$ cat config.mk
export PLATFORM = sky130hd
export DESIGN_NAME = spwm_top
export DESIGN_NICKNAME = d
export VERILOG_FILES = /design/src/rtl/spwm_pkg.sv /design/src/rtl/spwm_top.sv
export SDC_FILE = /design/constraint.sdc
export NUM_CORES = 1
export LEC_CHECK = 0
export ABC_AREA = 1
export BUFFER_PORTS_ARGS = -buffer_cell sky130_fd_sc_hd__buf_2
export CORE_UTILIZATION = 48
export CTS_CLUSTER_SIZE = 12
export DETAILED_ROUTE_END_ITERATION = 10
export GPL_TIMING_DRIVEN = 0
export PLACE_DENSITY = 0.77
export REMOVE_ABC_BUFFERS = 1
export SLEW_MARGIN = 20
export SYNTH_ARGS = -nofsm -noshare
export SYNTH_HDL_FRONTEND = slang
export SYNTH_SLANG_ARGS = --single-unit
$ cat constraint.sdc
create_clock -name CLK_I -period 1.8 [get_ports CLK_I]
set_input_delay 0 -clock CLK_I [delete_from_list [all_inputs] [get_ports CLK_I]]
set_output_delay 0 -clock CLK_I [all_outputs]
set_load 0.005 [all_outputs]
$ cat src/rtl/spwm_pkg.sv
// Constants, register map and field layout of the standard pulse generator
// Operation
// - Time base is the 8-bit timer count with two low sub-count bits appended.
// - With prescale 1:1 the two low bits come from the system-clock phase.
// - The increment after count equals period match clears the count to zero.
// - Each period start sets the output high, unless the duty value is zero.
// - Each period start copies written duty into the active high and low latch.
// - Duty is ten bits: eight in duty high write, two in control bits 5:4.
// - Duty writes are taken anytime but act only at the next period boundary.
// - In pulse mode the active duty high register ignores software writes.
// - Active high register plus two-bit latch double-buffer the duty value.
// - Time base equal to buffered duty clears the output until next start.
// - Period is (match+1) times 4 clocks times the prescale ratio.
// - The postscaler has no effect on the pulse period.
// - Duty above the period gives no match; output stays high all period.
// - Resolution is log2(4*(match+1)) bits, ten bits at match 255.
// - Prescale select offers division by 1, 4 and 16.
// - Timer match flag sets each time the timer completes a period.
// - With the clock halted count, state and output level all freeze.
// - Any reset restores all registers and puts the pin in input direction.
// - Mode select 0000 turns the module off and resets it; 11xx is pulse mode.
// - Clearing the whole control register releases control of the output pin.
package spwm_pkg;
  // ------------------------------------------------------------
  // Register byte offsets
  // ------------------------------------------------------------
  localparam logic [7:0] SPWM_OFS_CONTROL = 8'h00;
  localparam logic [7:0] SPWM_OFS_PERIOD = 8'h04;
  localparam logic [7:0] SPWM_OFS_TCTRL = 8'h08;
  localparam logic [7:0] SPWM_OFS_COUNT = 8'h0C;
  localparam logic [7:0] SPWM_OFS_DUTY_WR = 8'h10;
  localparam logic [7:0] SPWM_OFS_DUTY_ACT = 8'h14;
  localparam logic [7:0] SPWM_OFS_FLAG = 8'h18;
  localparam logic [7:0] SPWM_OFS_DIR = 8'h1C;
  // ------------------------------------------------------------
  // Field positions and values
  // ------------------------------------------------------------
  localparam int SPWM_CTL_MODE_LSB = 0;
  localparam int SPWM_CTL_DLOW_LSB = 4;
  localparam int SPWM_TC_PS_LSB = 0;
  localparam int SPWM_TC_RUN_BIT = 2;
  localparam int SPWM_TC_POST_LSB = 3;
  localparam logic [3:0] SPWM_MODE_OFF = 4'h0;
  localparam logic [1:0] SPWM_MODE_PWM_TOP = 2'h3;
  localparam logic [1:0] SPWM_PS_DIV1 = 2'h0;
  localparam logic [1:0] SPWM_PS_DIV4 = 2'h1;
  localparam logic [5:0] SPWM_CTL_MASK = 6'h3F;
  localparam logic [6:0] SPWM_TC_MASK = 7'h7F;
  localparam logic [7:0] SPWM_RST_BYTE = 8'h00;
  localparam logic [7:0] SPWM_PERIOD_RST = 8'hFF;
  localparam logic [1:0] SPWM_HTRANS_NONSEQ = 2'h2;
  localparam logic [2:0] SPWM_HSIZE_WORD = 3'h2;
  typedef enum logic [1:0] {SPWM_PS_1, SPWM_PS_4, SPWM_PS_16} spwm_ps_t;
endpackage

$ cat src/rtl/spwm_top.sv
// Standard pulse-width generator with an AHB-Lite register slave
//
// The AHB-Lite interface to the registers and the placing of the registers are this design's own decisions.
`timescale 1ns/1ps
module spwm_top
  import spwm_pkg::*;
(
  input wire logic CLK_I, // System clock, 100 MHz
  input wire logic SRST_I, // Synchronous reset, active high
  input wire logic HSEL_I, // Slave select
  input wire logic [31:0] HADDR_I, // Byte address
  input wire logic [1:0] HTRANS_I, // Transfer type
  input wire logic HWRITE_I, // Write when high
  input wire logic [2:0] HSIZE_I, // Transfer size
  input wire logic [31:0] HWDATA_I, // Write data
  input wire logic HREADY_I, // Bus ready in
  output logic [31:0] HRDATA_O, // Read data
  output logic HREADYOUT_O, // Slave ready
  output logic HRESP_O, // Always OKAY
  output logic PWM_O, // Pulse output level
  output logic PWM_OE_O // Pin driver enable, high drives
);

  // ------------------------------------------------------------
  // Registers
  // ------------------------------------------------------------
  logic [5:0] control;
  logic [7:0] period_match_value;
  logic [6:0] timer_control;
  logic [7:0] timer_count;
  logic [7:0] duty_high_write;
  logic [7:0] duty_high_active;
  logic [1:0] duty_low_latch;
  logic timer_match_flag;
  logic pin_direction;
  logic [3:0] sub_count;
  logic pwm_level;
  logic pwm_oe;
  logic [31:0] rdata;
  logic wr_pend;
  logic [7:0] wr_addr;

  // ------------------------------------------------------------
  // Bus decode
  // ------------------------------------------------------------
  wire addr_ok = HSEL_I && HREADY_I && (HTRANS_I == SPWM_HTRANS_NONSEQ)
                 && (HSIZE_I == SPWM_HSIZE_WORD);
  wire rd_take = addr_ok && !HWRITE_I;
  wire wr_take = addr_ok && HWRITE_I;
  wire [7:0] bus_byte = HWDATA_I[7:0];

  function automatic logic wr_hit(input logic pend, input logic [7:0] a,
                                  input logic [7:0] ofs);
    wr_hit = pend && (a == ofs);
  endfunction

  wire wr_ctl = wr_hit(wr_pend, wr_addr, SPWM_OFS_CONTROL);
  wire wr_per = wr_hit(wr_pend, wr_addr, SPWM_OFS_PERIOD);
  wire wr_tc = wr_hit(wr_pend, wr_addr, SPWM_OFS_TCTRL);
  wire wr_cnt = wr_hit(wr_pend, wr_addr, SPWM_OFS_COUNT);
  wire wr_dw = wr_hit(wr_pend, wr_addr, SPWM_OFS_DUTY_WR);
  wire wr_da = wr_hit(wr_pend, wr_addr, SPWM_OFS_DUTY_ACT);
  wire wr_flg = wr_hit(wr_pend, wr_addr, SPWM_OFS_FLAG);
  wire wr_dir = wr_hit(wr_pend, wr_addr, SPWM_OFS_DIR);

  // ------------------------------------------------------------
  // Field decode
  // ------------------------------------------------------------
  wire [3:0] mode_select = control[SPWM_CTL_MODE_LSB +: 4];
  wire [1:0] duty_low_bits = control[SPWM_CTL_DLOW_LSB +: 2];
  wire [1:0] prescale_select = timer_control[SPWM_TC_PS_LSB +: 2];
  wire timer_run = timer_control[SPWM_TC_RUN_BIT];
  // Postscale field is stored for software only; it never reaches the period
  wire [3:0] postscale_select = timer_control[SPWM_TC_POST_LSB +: 4];
  wire pwm_mode = (mode_select[3:2] == SPWM_MODE_PWM_TOP);
  wire module_off = (mode_select == SPWM_MODE_OFF);
  wire control_clear = (control == 6'h00);

  // Prescale ratio selection: 1, 4 or 16 (value 3 acts as 16)
  wire spwm_ps_t ps_sel = (prescale_select == SPWM_PS_DIV1) ? SPWM_PS_1 :
                          (prescale_select == SPWM_PS_DIV4) ? SPWM_PS_4 : SPWM_PS_16;

  // ------------------------------------------------------------
  // Time base
  // ------------------------------------------------------------
  // Sub-count runs at one step per clock; the prescaler stretches each
  // quarter of a timer tick by 1, 4 or 16 clocks, giving the period length
  logic [3:0] ps_last;
  always_comb begin
    case (ps_sel)
      SPWM_PS_1: ps_last = 4'h0;
      SPWM_PS_4: ps_last = 4'h3;
      default: ps_last = 4'hF;
    endcase
  end
  logic [5:0] phase;
  wire [5:0] phase_last = {ps_last, 2'h3};
  // The two low time-base bits are the clock phase at 1:1, else the prescaler top bits
  wire [1:0] tb_low = (ps_sel == SPWM_PS_1) ? phase[1:0] :
                      (ps_sel == SPWM_PS_4) ? phase[3:2] : phase[5:4];
  wire [9:0] time_base = {timer_count, tb_low};
  // A quarter step happens when the low bits change, so compare is per increment
  wire [5:0] q_mask = (ps_sel == SPWM_PS_1) ? 6'h00 :
                      (ps_sel == SPWM_PS_4) ? 6'h03 : 6'h0F;
  // Last clock of a quarter step: the time base moves on at the next edge
  wire tb_step = timer_run && ((phase & q_mask) == q_mask);
  // The level is a flop, so it compares the next time base against duty;
  // the pin then drops exactly when the time base reaches the duty value
  wire [9:0] time_base_next = time_base + 10'h001;
  wire tick = timer_run && (phase == phase_last);
  wire period_end = tick && (timer_count == period_match_value);
  wire [9:0] duty_active = {duty_high_active, duty_low_latch};
  wire [9:0] duty_written = {duty_high_write, duty_low_bits};
  wire duty_match = tb_step && (time_base_next == duty_active);
  wire [7:0] next_count = period_end ? 8'h00 : (timer_count + 8'h01);

  // Prescale phase counter; wraps at the last phase of a timer tick
  always_ff @(posedge CLK_I) begin
    if (SRST_I || !timer_run || wr_tc || wr_cnt) begin
      phase <= 6'h00;
    end else begin
      phase <= tick ? 6'h00 : (phase + 6'h01);
    end
  end

  // Timer count; freezes with the clock when the system sleeps
  always_ff @(posedge CLK_I) begin
    if (SRST_I) begin
      timer_count <= SPWM_RST_BYTE;
    end else if (wr_cnt) begin
      timer_count <= bus_byte;
    end else if (tick) begin
      timer_count <= next_count;
    end
  end

  // Double buffer: the written duty moves to the active copy only at a period start
  always_ff @(posedge CLK_I) begin
    if (SRST_I || module_off) begin
      duty_high_active <= SPWM_RST_BYTE;
      duty_low_latch <= 2'h0;
    end else if (pwm_mode && period_end) begin
      duty_high_active <= duty_high_write;
      duty_low_latch <= duty_low_bits;
    end else if (wr_da && !pwm_mode) begin
      duty_high_active <= bus_byte;
    end
  end

  // Output level: set at period start, cleared on duty match. A duty beyond
  // the period simply never matches, so the level stays high
  always_ff @(posedge CLK_I) begin
    if (SRST_I || !pwm_mode) begin
      pwm_level <= 1'b0;
    end else if (period_end) begin
      pwm_level <= (duty_written != 10'h000);
    end else if (duty_match) begin
      pwm_level <= 1'b0;
    end
  end

  // Pin driver: enabled only when the direction allows and the module owns it
  always_ff @(posedge CLK_I) begin
    if (SRST_I) begin
      pwm_oe <= 1'b0;
    end else begin
      pwm_oe <= pin_direction && !control_clear && pwm_mode;
    end
  end

  // ------------------------------------------------------------
  // Software registers
  // ------------------------------------------------------------
  always_ff @(posedge CLK_I) begin
    if (SRST_I) begin
      control <= SPWM_CTL_MASK & 6'h00;
      period_match_value <= SPWM_PERIOD_RST;
      timer_control <= SPWM_TC_MASK & 7'h00;
      duty_high_write <= SPWM_RST_BYTE;
      pin_direction <= 1'b0;
    end else begin
      if (wr_ctl) begin
        control <= bus_byte[5:0];
      end
      if (wr_per) begin
        period_match_value <= bus_byte;
      end
      if (wr_tc) begin
        timer_control <= bus_byte[6:0];
      end
      if (wr_dw) begin
        duty_high_write <= bus_byte;
      end
      if (wr_dir) begin
        pin_direction <= bus_byte[0];
      end
    end
  end

  // Match flag: a period end in the same cycle as a clear keeps it set
  always_ff @(posedge CLK_I) begin
    if (SRST_I) begin
      timer_match_flag <= 1'b0;
    end else if (period_end) begin
      timer_match_flag <= 1'b1;
    end else if (wr_flg && bus_byte[0]) begin
      timer_match_flag <= 1'b0;
    end
  end

  // ------------------------------------------------------------
  // AHB-Lite slave: zero wait states, reads captured in the address phase
  // ------------------------------------------------------------
  logic [31:0] next_rdata;
  always_comb begin
    next_rdata = 32'h0000_0000;
    case (HADDR_I[7:0])
      SPWM_OFS_CONTROL: next_rdata = {26'h0, control};
      SPWM_OFS_PERIOD: next_rdata = {24'h0, period_match_value};
      SPWM_OFS_TCTRL: next_rdata = {25'h0, postscale_select, timer_control[2:0]};
      SPWM_OFS_COUNT: next_rdata = {24'h0, timer_count};
      SPWM_OFS_DUTY_WR: next_rdata = {24'h0, duty_high_write};
      SPWM_OFS_DUTY_ACT: next_rdata = {24'h0, duty_high_active};
      SPWM_OFS_FLAG: next_rdata = {31'h0, timer_match_flag};
      SPWM_OFS_DIR: next_rdata = {31'h0, pin_direction};
      default: next_rdata = 32'h0000_0000;
    endcase
  end

  always_ff @(posedge CLK_I) begin
    if (SRST_I) begin
      wr_pend <= 1'b0;
      wr_addr <= 8'h00;
      rdata <= 32'h0000_0000;
    end else begin
      wr_pend <= wr_take && (HADDR_I[31:8] == 24'h0);
      wr_addr <= HADDR_I[7:0];
      rdata <= (rd_take && (HADDR_I[31:8] == 24'h0)) ? next_rdata : 32'h0000_0000;
    end
  end

  assign HRDATA_O = rdata;
  assign HREADYOUT_O = 1'b1;
  assign HRESP_O = 1'b0;
  assign PWM_O = pwm_level;
  assign PWM_OE_O = pwm_oe;

endmodule

# Word level (Yosys, flattened, before mapping)
# Index checks and enable logic that the tools add are counted.
# totals
out_inout_bits	36
in_bits	74
wordCells	107
regBits	98
# classes
reduce_logical	47
addsub	3
n_eq_ne	23
bitwise_logic	2
muxes	17
# op_table
operator	count
8-bit by 5-bit equality test with 1-bit output, second input constant	8
8-bit one-hot mux with 8 select lines	1
8-bit 2-to-1 mux	5
8-bit by 4-bit equality test with 1-bit output, second input constant	4
1-bit logical AND	24
24-bit zero test	1
8-bit by 3-bit equality test with 1-bit output, second input constant	2
8-bit zero test	2
10-bit by 1-bit adder with 10-bit output, second input constant	1
10-bit equality test	1
10-bit nonzero test	1
8-bit by 1-bit adder with 8-bit output, second input constant	1
8-bit equality test	1
2-bit 2-to-1 mux	4
4-bit 2-to-1 mux	2
4-bit one-hot mux with 2 select lines	1
2-bit nonzero test	4
6-bit by 1-bit adder with 6-bit output, second input constant	1
6-bit by 4-bit AND with 6-bit output	1
6-bit by 4-bit equality test with 1-bit output	1
6-bit equality test	1
6-bit zero test	1
1-bit logical OR	5
2-bit by 1-bit equality test with 1-bit output, second input constant	2
8 further kinds	17

# Logic depth before layout (Yosys ltp)
# Gate-level depths: netlist (run 1).
# depth
depth_word	12
mapped_depth	17
ltp_nobuf	17

# Least setup slack after synthesis (run 1)
# Ideal clock, no wire load.
# synth_path
path_type	register to register
startpoint	reg timer_control[1]
endpoint	reg pwm_level (netlist: PWM_O)
arrival_ns	1.642
stages_incl_launch_ff	17
setup_slack_ns	0.039
required_ns	1.681
synth_period_minus_slack_ns	1.761
n_path_buf	0
setup_time_ns	0.119
cell_sequence	dfxtp_1 > inv_2 > nor2_1 > inv_1 > nand3_1 > inv_1 > ha_1 > nand3_1 > nand2_1 > nand2_1 > nand2_1 > nor2_1 > nand4_1 > nor2_1 > nand3_1 > nand2_1 > a21oi_1
# synth_between
elab_chain_len	11
word_cells_on_any_way	22
classes_between	add/sub (1); eq/ne (5); mux (8); bitwise (1); reduce/logical (7)
# synth_rtl
item	line	rtl
from (decl)	spwm_top.sv:29	logic [6:0] timer_control;
from (signal assigned)	spwm_top.sv:178	timer_control <= SPWM_TC_MASK & 7'h00;
from (signal assigned)	spwm_top.sv:189	timer_control <= bus_byte[6:0];
2-bit by 1-bit equality test with 1-bit output	spwm_top.sv:81	(prescale_select == SPWM_PS_DIV4) ? SPWM_PS_4 : SPWM_PS_16;
2-bit 2-to-1 mux	spwm_top.sv:81	
2-bit 2-to-1 mux *	spwm_top.sv:80	wire spwm_ps_t ps_sel = (prescale_select == SPWM_PS_DIV1) ? SPWM_PS_1 :
parallel branches: the longest is 8 deep, another holds 10-bit by 1-bit adder with 10-bit output	-	
to (signal assigned)	spwm_top.sv:156	pwm_level <= (duty_written != 10'h000);
to (decl)	spwm_top.sv:37	logic pwm_level;
# Mark *: on every way between the ends.
# A chain may end at the register's enable or synchronous reset.

# Worst setup path after layout (run 1)
# Same ends and word-level chain as after synthesis.

==> results of run 1 <==
-- power by group through the flow --
stage	Combinational, mW	Clock [mW]	Sequential, mW
CTS	0.183	1.63	1.65
global placement	0.152	0	1.69
floorplan	0.0669	0	1.69
finish	0.203	1.62	1.64
global route	0.223	1.70	1.65
detailed placement	0.155	0	1.69
-- registers in the layout (all words and copies together) (netlist names), 2 cells and up --
| register | cells |
|---|---|
| phase | 6 |
| duty_high_active | 8 |
| control | 6 |
| wr_addr | 8 |
| duty_high_write | 8 |
| timer_count | 8 |
| period_match_value | 8 |
| HRDATA_O | 8 |
| timer_control | 7 |
| duty_low_latch | 2 |
-- worst max-delay path by stage --
stage | startpoint | to | slack (ps) | depth (start not counted)
final | timer_control[1] | PWM_O | -110 | 15
after detailed placement | HADDR_I[6] | HRDATA_O[3] | -330 | 8
after global placement | HADDR_I[6] | HRDATA_O[3] | -380 | 8
after CTS | timer_control[0] | PWM_O | -60 | 15
after global routing | timer_control[1] | PWM_O | -240 | 16
after floorplan | timer_control[1] | PWM_O | 40 | 16
-- routing by layer --
metal,global-route usage [%],vias to the layer above,share of wire [%]
met5,0,-,0
met4,16.3,0,4.3
met3,6.07,60,8.1
met2,43.1,247,48
met1,30.9,1946,40
li1,-,2055,-
-- area by class of cell --
cell class / instances / area (um2)
Tap cell: 105 / 131
Timing Repair Buffer: 85 / 543
Multi-Input combinational cell: 427 / 2340
Clock inverter: 6 / 113
Sequential cell: 74 / 1500
Fill cell: 686 / 3150
Timing Repair inverter: 1 / 5.00
Clock buffer: 10 / 138
Inverter: 77 / 295
-- stage by stage --
stage / TNS [ps] / hold WS, ps / area (um2) / setup WS, ps
global route: -1420 / 110 / 5070 / -244
CTS: -57.8 / 78.5 / 4830 / -57.1
finish: -509 / 89.8 / 5070 / -108
global placement: -3060 / 213 / 4330 / -380
floorplan: 0 / 69.1 / 3900 / 38.9
detailed placement: -4160 / 220 / 4330 / -332
-- cell usage after synthesis (all sizes together) (3+ instances only) --
cell and n:
nor4 5, dfxtp 74, xor2 12, nor3b 3
o211ai 9, xnor2 4, ha 3, o22ai 17
a31oi 8, nand4 8, nand3 36, o21ai 34
a21oi 30, nor2 89, clkbuf 7, nand2 114
nor3 15, buf 34, inv 77
-- worst max-delay path, cell delays in order, from the launching register on --
cell and delay [ps]:
dfxtp_4 380, nor2_4 160, nand2_2 80, nand3_2 90, inv_2 50, ha_4 210, nand2_1 60, nand2_1 40
nor2_1 100, nand2_1 70, nor2_1 110, nand4_1 100, nor2_1 120, nand3_1 90, nand2_1 70, a21oi_1 60
-- cells by family (layout without fill, tap and decap cells) --
family                   Yosys count  after routing  share of synthesized area (%)
XOR/XNOR                          17             17                           3.98
AND/OR/NAND/NOR                  275            275                           30.0
other                              2             26                          0.184
AO/OA/AOI/OAI                    106            106                           14.9
flip-flops                        74             74                           36.3
buffers and inverters            118            179                           13.8
adder cells (fa/ha/maj)            3              3                          0.919
-- timing repair --
item / in CTS / in global routing
pin swaps: 3 / 20
hold endpoints to repair: 24 / 0
gates cloned: 0 / 1
endpoints found under the setup margin: 27 / 50
buffers inserted: 2 / 6
resized for setup: 19 / 47
hold buffers: 18 / 0
==> impl_metrics.yaml, run 1 <==
synthesis:
  yosys_register_bits: 74
  syn_inst: 595
  avgSynthCellArea_um2: 6.87
  yosys_warnings: 0
  synth-edff-count: 0
  synthArstFlopShare_pct: 0
  synth_area_leaders: "dfxtp_1 36%, nand2_1 10%, nor2_1 7.8%, inv_1 6.8%, buf_4 4.8%"
  synth_area_mm2: 0.00409
  ys_seq_area_share_pct: 36.3
  synth_top_cell_area_share_pct: 36.3
  synth_top_area_cell: "dfxtp_1"
  yosys_most_used_dff: "dfxtp_1"
  ys_types: 44
cells_and_area:
  drive_gt1_share_pct: 22.1
  nets: 752
  layout_commonest_cell: "nand2_1"
  layout_common_cells: "107 x nand2_1, 75 x nor2_1, 69 x inv_1"
  fin_util_pct: 61.7
  stdcell_count: 785
  synthToLayoutAreaGrowth_pct: 24.1
  antenna_cells: 0
worst_hold_path:
  min_path_cells: 4
  hold_start: "HADDR_I[4]"
  min_to: "HRDATA_O[4]"
  hold_path_class: "in2reg"
placed_design:
  dpl.cell_count: 742
  hpwl_um: 8070
  gp_congestion: 0.887
  io_buffers: 59
sta:
  layout_setup_ws_ps: -108
  maxSlewViolCount: 0
  report.final.hold_viol_count: 0
  setup_viol: 9
  worst_pin_slew_ps: 659
  fin_crit_ps: 1910
  fin_skew_ps: 6.44
  relSlewSlack_pct: 55.8
  rsz0062_at_grt: "yes"
  clock.fmax_mhz: 524
  fin_crit_sh_pct: 106
clocking:
  cts.sinks: 74
  htree_levels: 3
  clkTransAtPathRegs_ps: 80
  cts_root_buffer: "clkbuf_8"
  cts_buffers: 9
  clock_latency_ps: 350
  cts_tree: "done"
  cts_max_path_buffers: 2
grt:
  grt_pass1_wl_um: 17900
  overflow: 0
  grt_usage_pct: 26.3
  antenna_found_initial: 0
  grt_max_degree: 32
  first_global_vias: 3961
floorplanning:
  initial_core_util_pct: 49.7
  die-area_mm2: 0.00888
  io_pins: 110
  die_h_um: 94.3
  rows: 33
  die_w_um: 94.3
  coreArea_mm2: 0.00822
pwr:
  p_int_mw: 2.68
  sw_frac_of_total_pct: 22.6
  leakage_nw: 2.14
  combPwrFrac_pct: 5.9
  peakVddDrop_uv: 434
  p_sw_uw: 784
  seq_power_share_pct: 47.4
  powerDensity_mw_per_mm2: 684
  clock_power_share_pct: 46.7
  total_power_mw: 3.47
routing:
  routedWlPerCell_um: 15.2
  dr.pass1.iters: 7
  via_per_inst: 5.49
  dr_total_vias: 4308
  first_iter_violations: 430
  drt_wl_total_um: 11900
  detail-route-antenna-nets: 0
  drcViolationCount: 0
status:
  status: "finished with violations"
  violations: "negative setup slack"
critical_path:
  r2r_start: "timer_control[1]"
  ff2ff_path_depth: 15
  critPathRequiredTime_ps: 2040
  rrSetupSlack_ps: -110
  worstPathArrival_ps: 2150
  worstSetupPathType: "reg2reg"
  path_max_fanout: 4
  endpoint_kind: "flip-flop"
  r2r-end: "PWM_O"
  critPathLaunchType: "flip-flop"
run:
  max_cap_viol_count: 0
(Power assumes the default switching activity.)
==> inputs of run 2 (changes only) <==
CORE_UTILIZATION = 55   (was 48)
PLACE_DENSITY = 0.83   (was 0.77)
clock period = 2.3 ns   (was 1.8 ns; I/O delays follow)
==> impl_metrics.yaml, run 2 (synthesis gave the netlist of run 1 again) <==
clocking:
  cts_max_path_buffers: 2
  clock_latency_ps: 350
  cts_root_buffer: "clkbuf_8"
  htree_levels: 3
  cts.sinks: 74
  cts_tree: "done"
  clkTransAtPathRegs_ps: 70
  cts_buffers: 9
sta:
  fin_crit_sh_pct: 88.5
  rsz0062_at_grt: "no"
  worst_pin_slew_ps: 980
  setup_viol: 0
  report.final.hold_viol_count: 0
  fin_skew_ps: 9.80
  clock.fmax_mhz: 492
  maxSlewViolCount: 0
  relSlewSlack_pct: 34.4
  fin_crit_ps: 2030
  fin_setup_tns_ps: 0
floorplanning:
  initial_core_util_pct: 56.6
  die_h_um: 88.2
  coreArea_mm2: 0.00721
  die_w_um: 88.2
  die-area_mm2: 0.00778
  io_pins: 110
  rows: 31
routing:
  dr.pass1.iters: 5
  drt_wl_total_um: 10700
  first_iter_violations: 321
  drcViolationCount: 0
  via_per_inst: 5.42
  routedWlPerCell_um: 14.0
  detail-route-antenna-nets: 0
  dr_total_vias: 4170
critical_path:
  worstSetupPathType: "in2reg"
  path_max_fanout: 9
  critPathLaunchType: "input pin"
  worstPathArrival_ps: 2310
  critPathRequiredTime_ps: 2570
  endpoint_kind: "flip-flop"
pwr:
  powerDensity_mw_per_mm2: 525
  leakage_nw: 2.06
  peakVddDrop_uv: 308
placed_design:
  hpwl_um: 7830
  io_buffers: 59
  dpl.cell_count: 736
  placed_area_mm2: 0.00432
  gp_congestion: 0.971
grt:
  grt_pass1_wl_um: 17600
  antenna_found_initial: 0
  overflow: 0
  first_global_vias: 3803
  grt_max_degree: 32
  grt_usage_pct: 29.4
cells_and_area:
  layout_commonest_cell: "nand2_1"
  stdcell_count: 770
  nets: 743
  layout_common_cells: "110 x nand2_1, 85 x nor2_1, 74 x inv_1"
  design_area_mm2: 0.00472
  antenna_cells: 0
  drive_gt1_share_pct: 14.3
  synthToLayoutAreaGrowth_pct: 15.5
  fillers: 645
run:
  max_cap_viol_count: 0
worst_hold_path:
  hold_path_class: "in2reg"
status:
  status: "finished, final reports clean"
run 2: area by class of cell:
cell class                 instances  area [um2]  area share [%]
multi-input combinational        427        2140            45.4
sequential                        74        1480            31.4
timing repair buffer              77         475            10.1
inverter                          77         289            6.13
clock buffer                      12         155            3.29
tap                               99         124            2.63
clock inverter                     4        50.0            1.06
run 2: routing by layer:
layer,global-route usage (%),routed length [um],up-vias
met1,37.5,4530,1901
met5,0,0,-
met3,4.90,842,24
li1,-,-,2038
met2,49.4,5160,207
met4,11.4,206,0
run 2: final timing paths:
kind | startpoint | end | slack, ps | depth (start not counted)
worst max-delay path | HADDR_I[1] | HRDATA_O[3] | 270 | 9
worst min-delay path | SRST_I | wr_addr[1] | 80 | 2
worst min register to register | phase[0] | phase[0] | 470 | 1
worst max register to register | timer_control[0] | PWM_O | 280 | 15
run 2: critical path, stage by stage:
cell	delay, ps
dlygate4sd3_1	530
buf_2	120
inv_1	60
nand2_1	150
nor3_2	600
nand2_1	370
o22ai_1	200
nor2_1	90
a31oi_1	190
run 2: what timing repair did:
action / CTS / global route
hold endpoints to repair: 21 / 0
buffers inserted: 0 / 0
setup endpoints to repair: 0 / 3
hold buffers: 18 / 0
gates resized for setup: 0 / 3
run 2: power by group:
group / switching [mW] / internal, mW / leakage [nW]
clock network: 0.480 / 0.559 / 0.0986
registers: 0.00308 / 1.29 / 0.599
logic: 0.0857 / 0.0625 / 1.36
total: 0.568 / 1.91 / 2.06
run 2: metrics by stage:
| step | total power [mW] | hold slack (ps) | setup slack, ps | util (%) |
|---|---|---|---|---|
| finish | 2.48 | 79.1 | 266 | 65.4 |
| floorplan | 1.37 | 69.1 | 539 | - |
| detailed placement | 1.44 | 222 | 152 | 59.9 |
| global route | 2.57 | 98.5 | 32.8 | 65.4 |
| CTS | 2.49 | 60.2 | 49.1 | 65.2 |
| global placement | 1.44 | 212 | 177 | 59.9 |
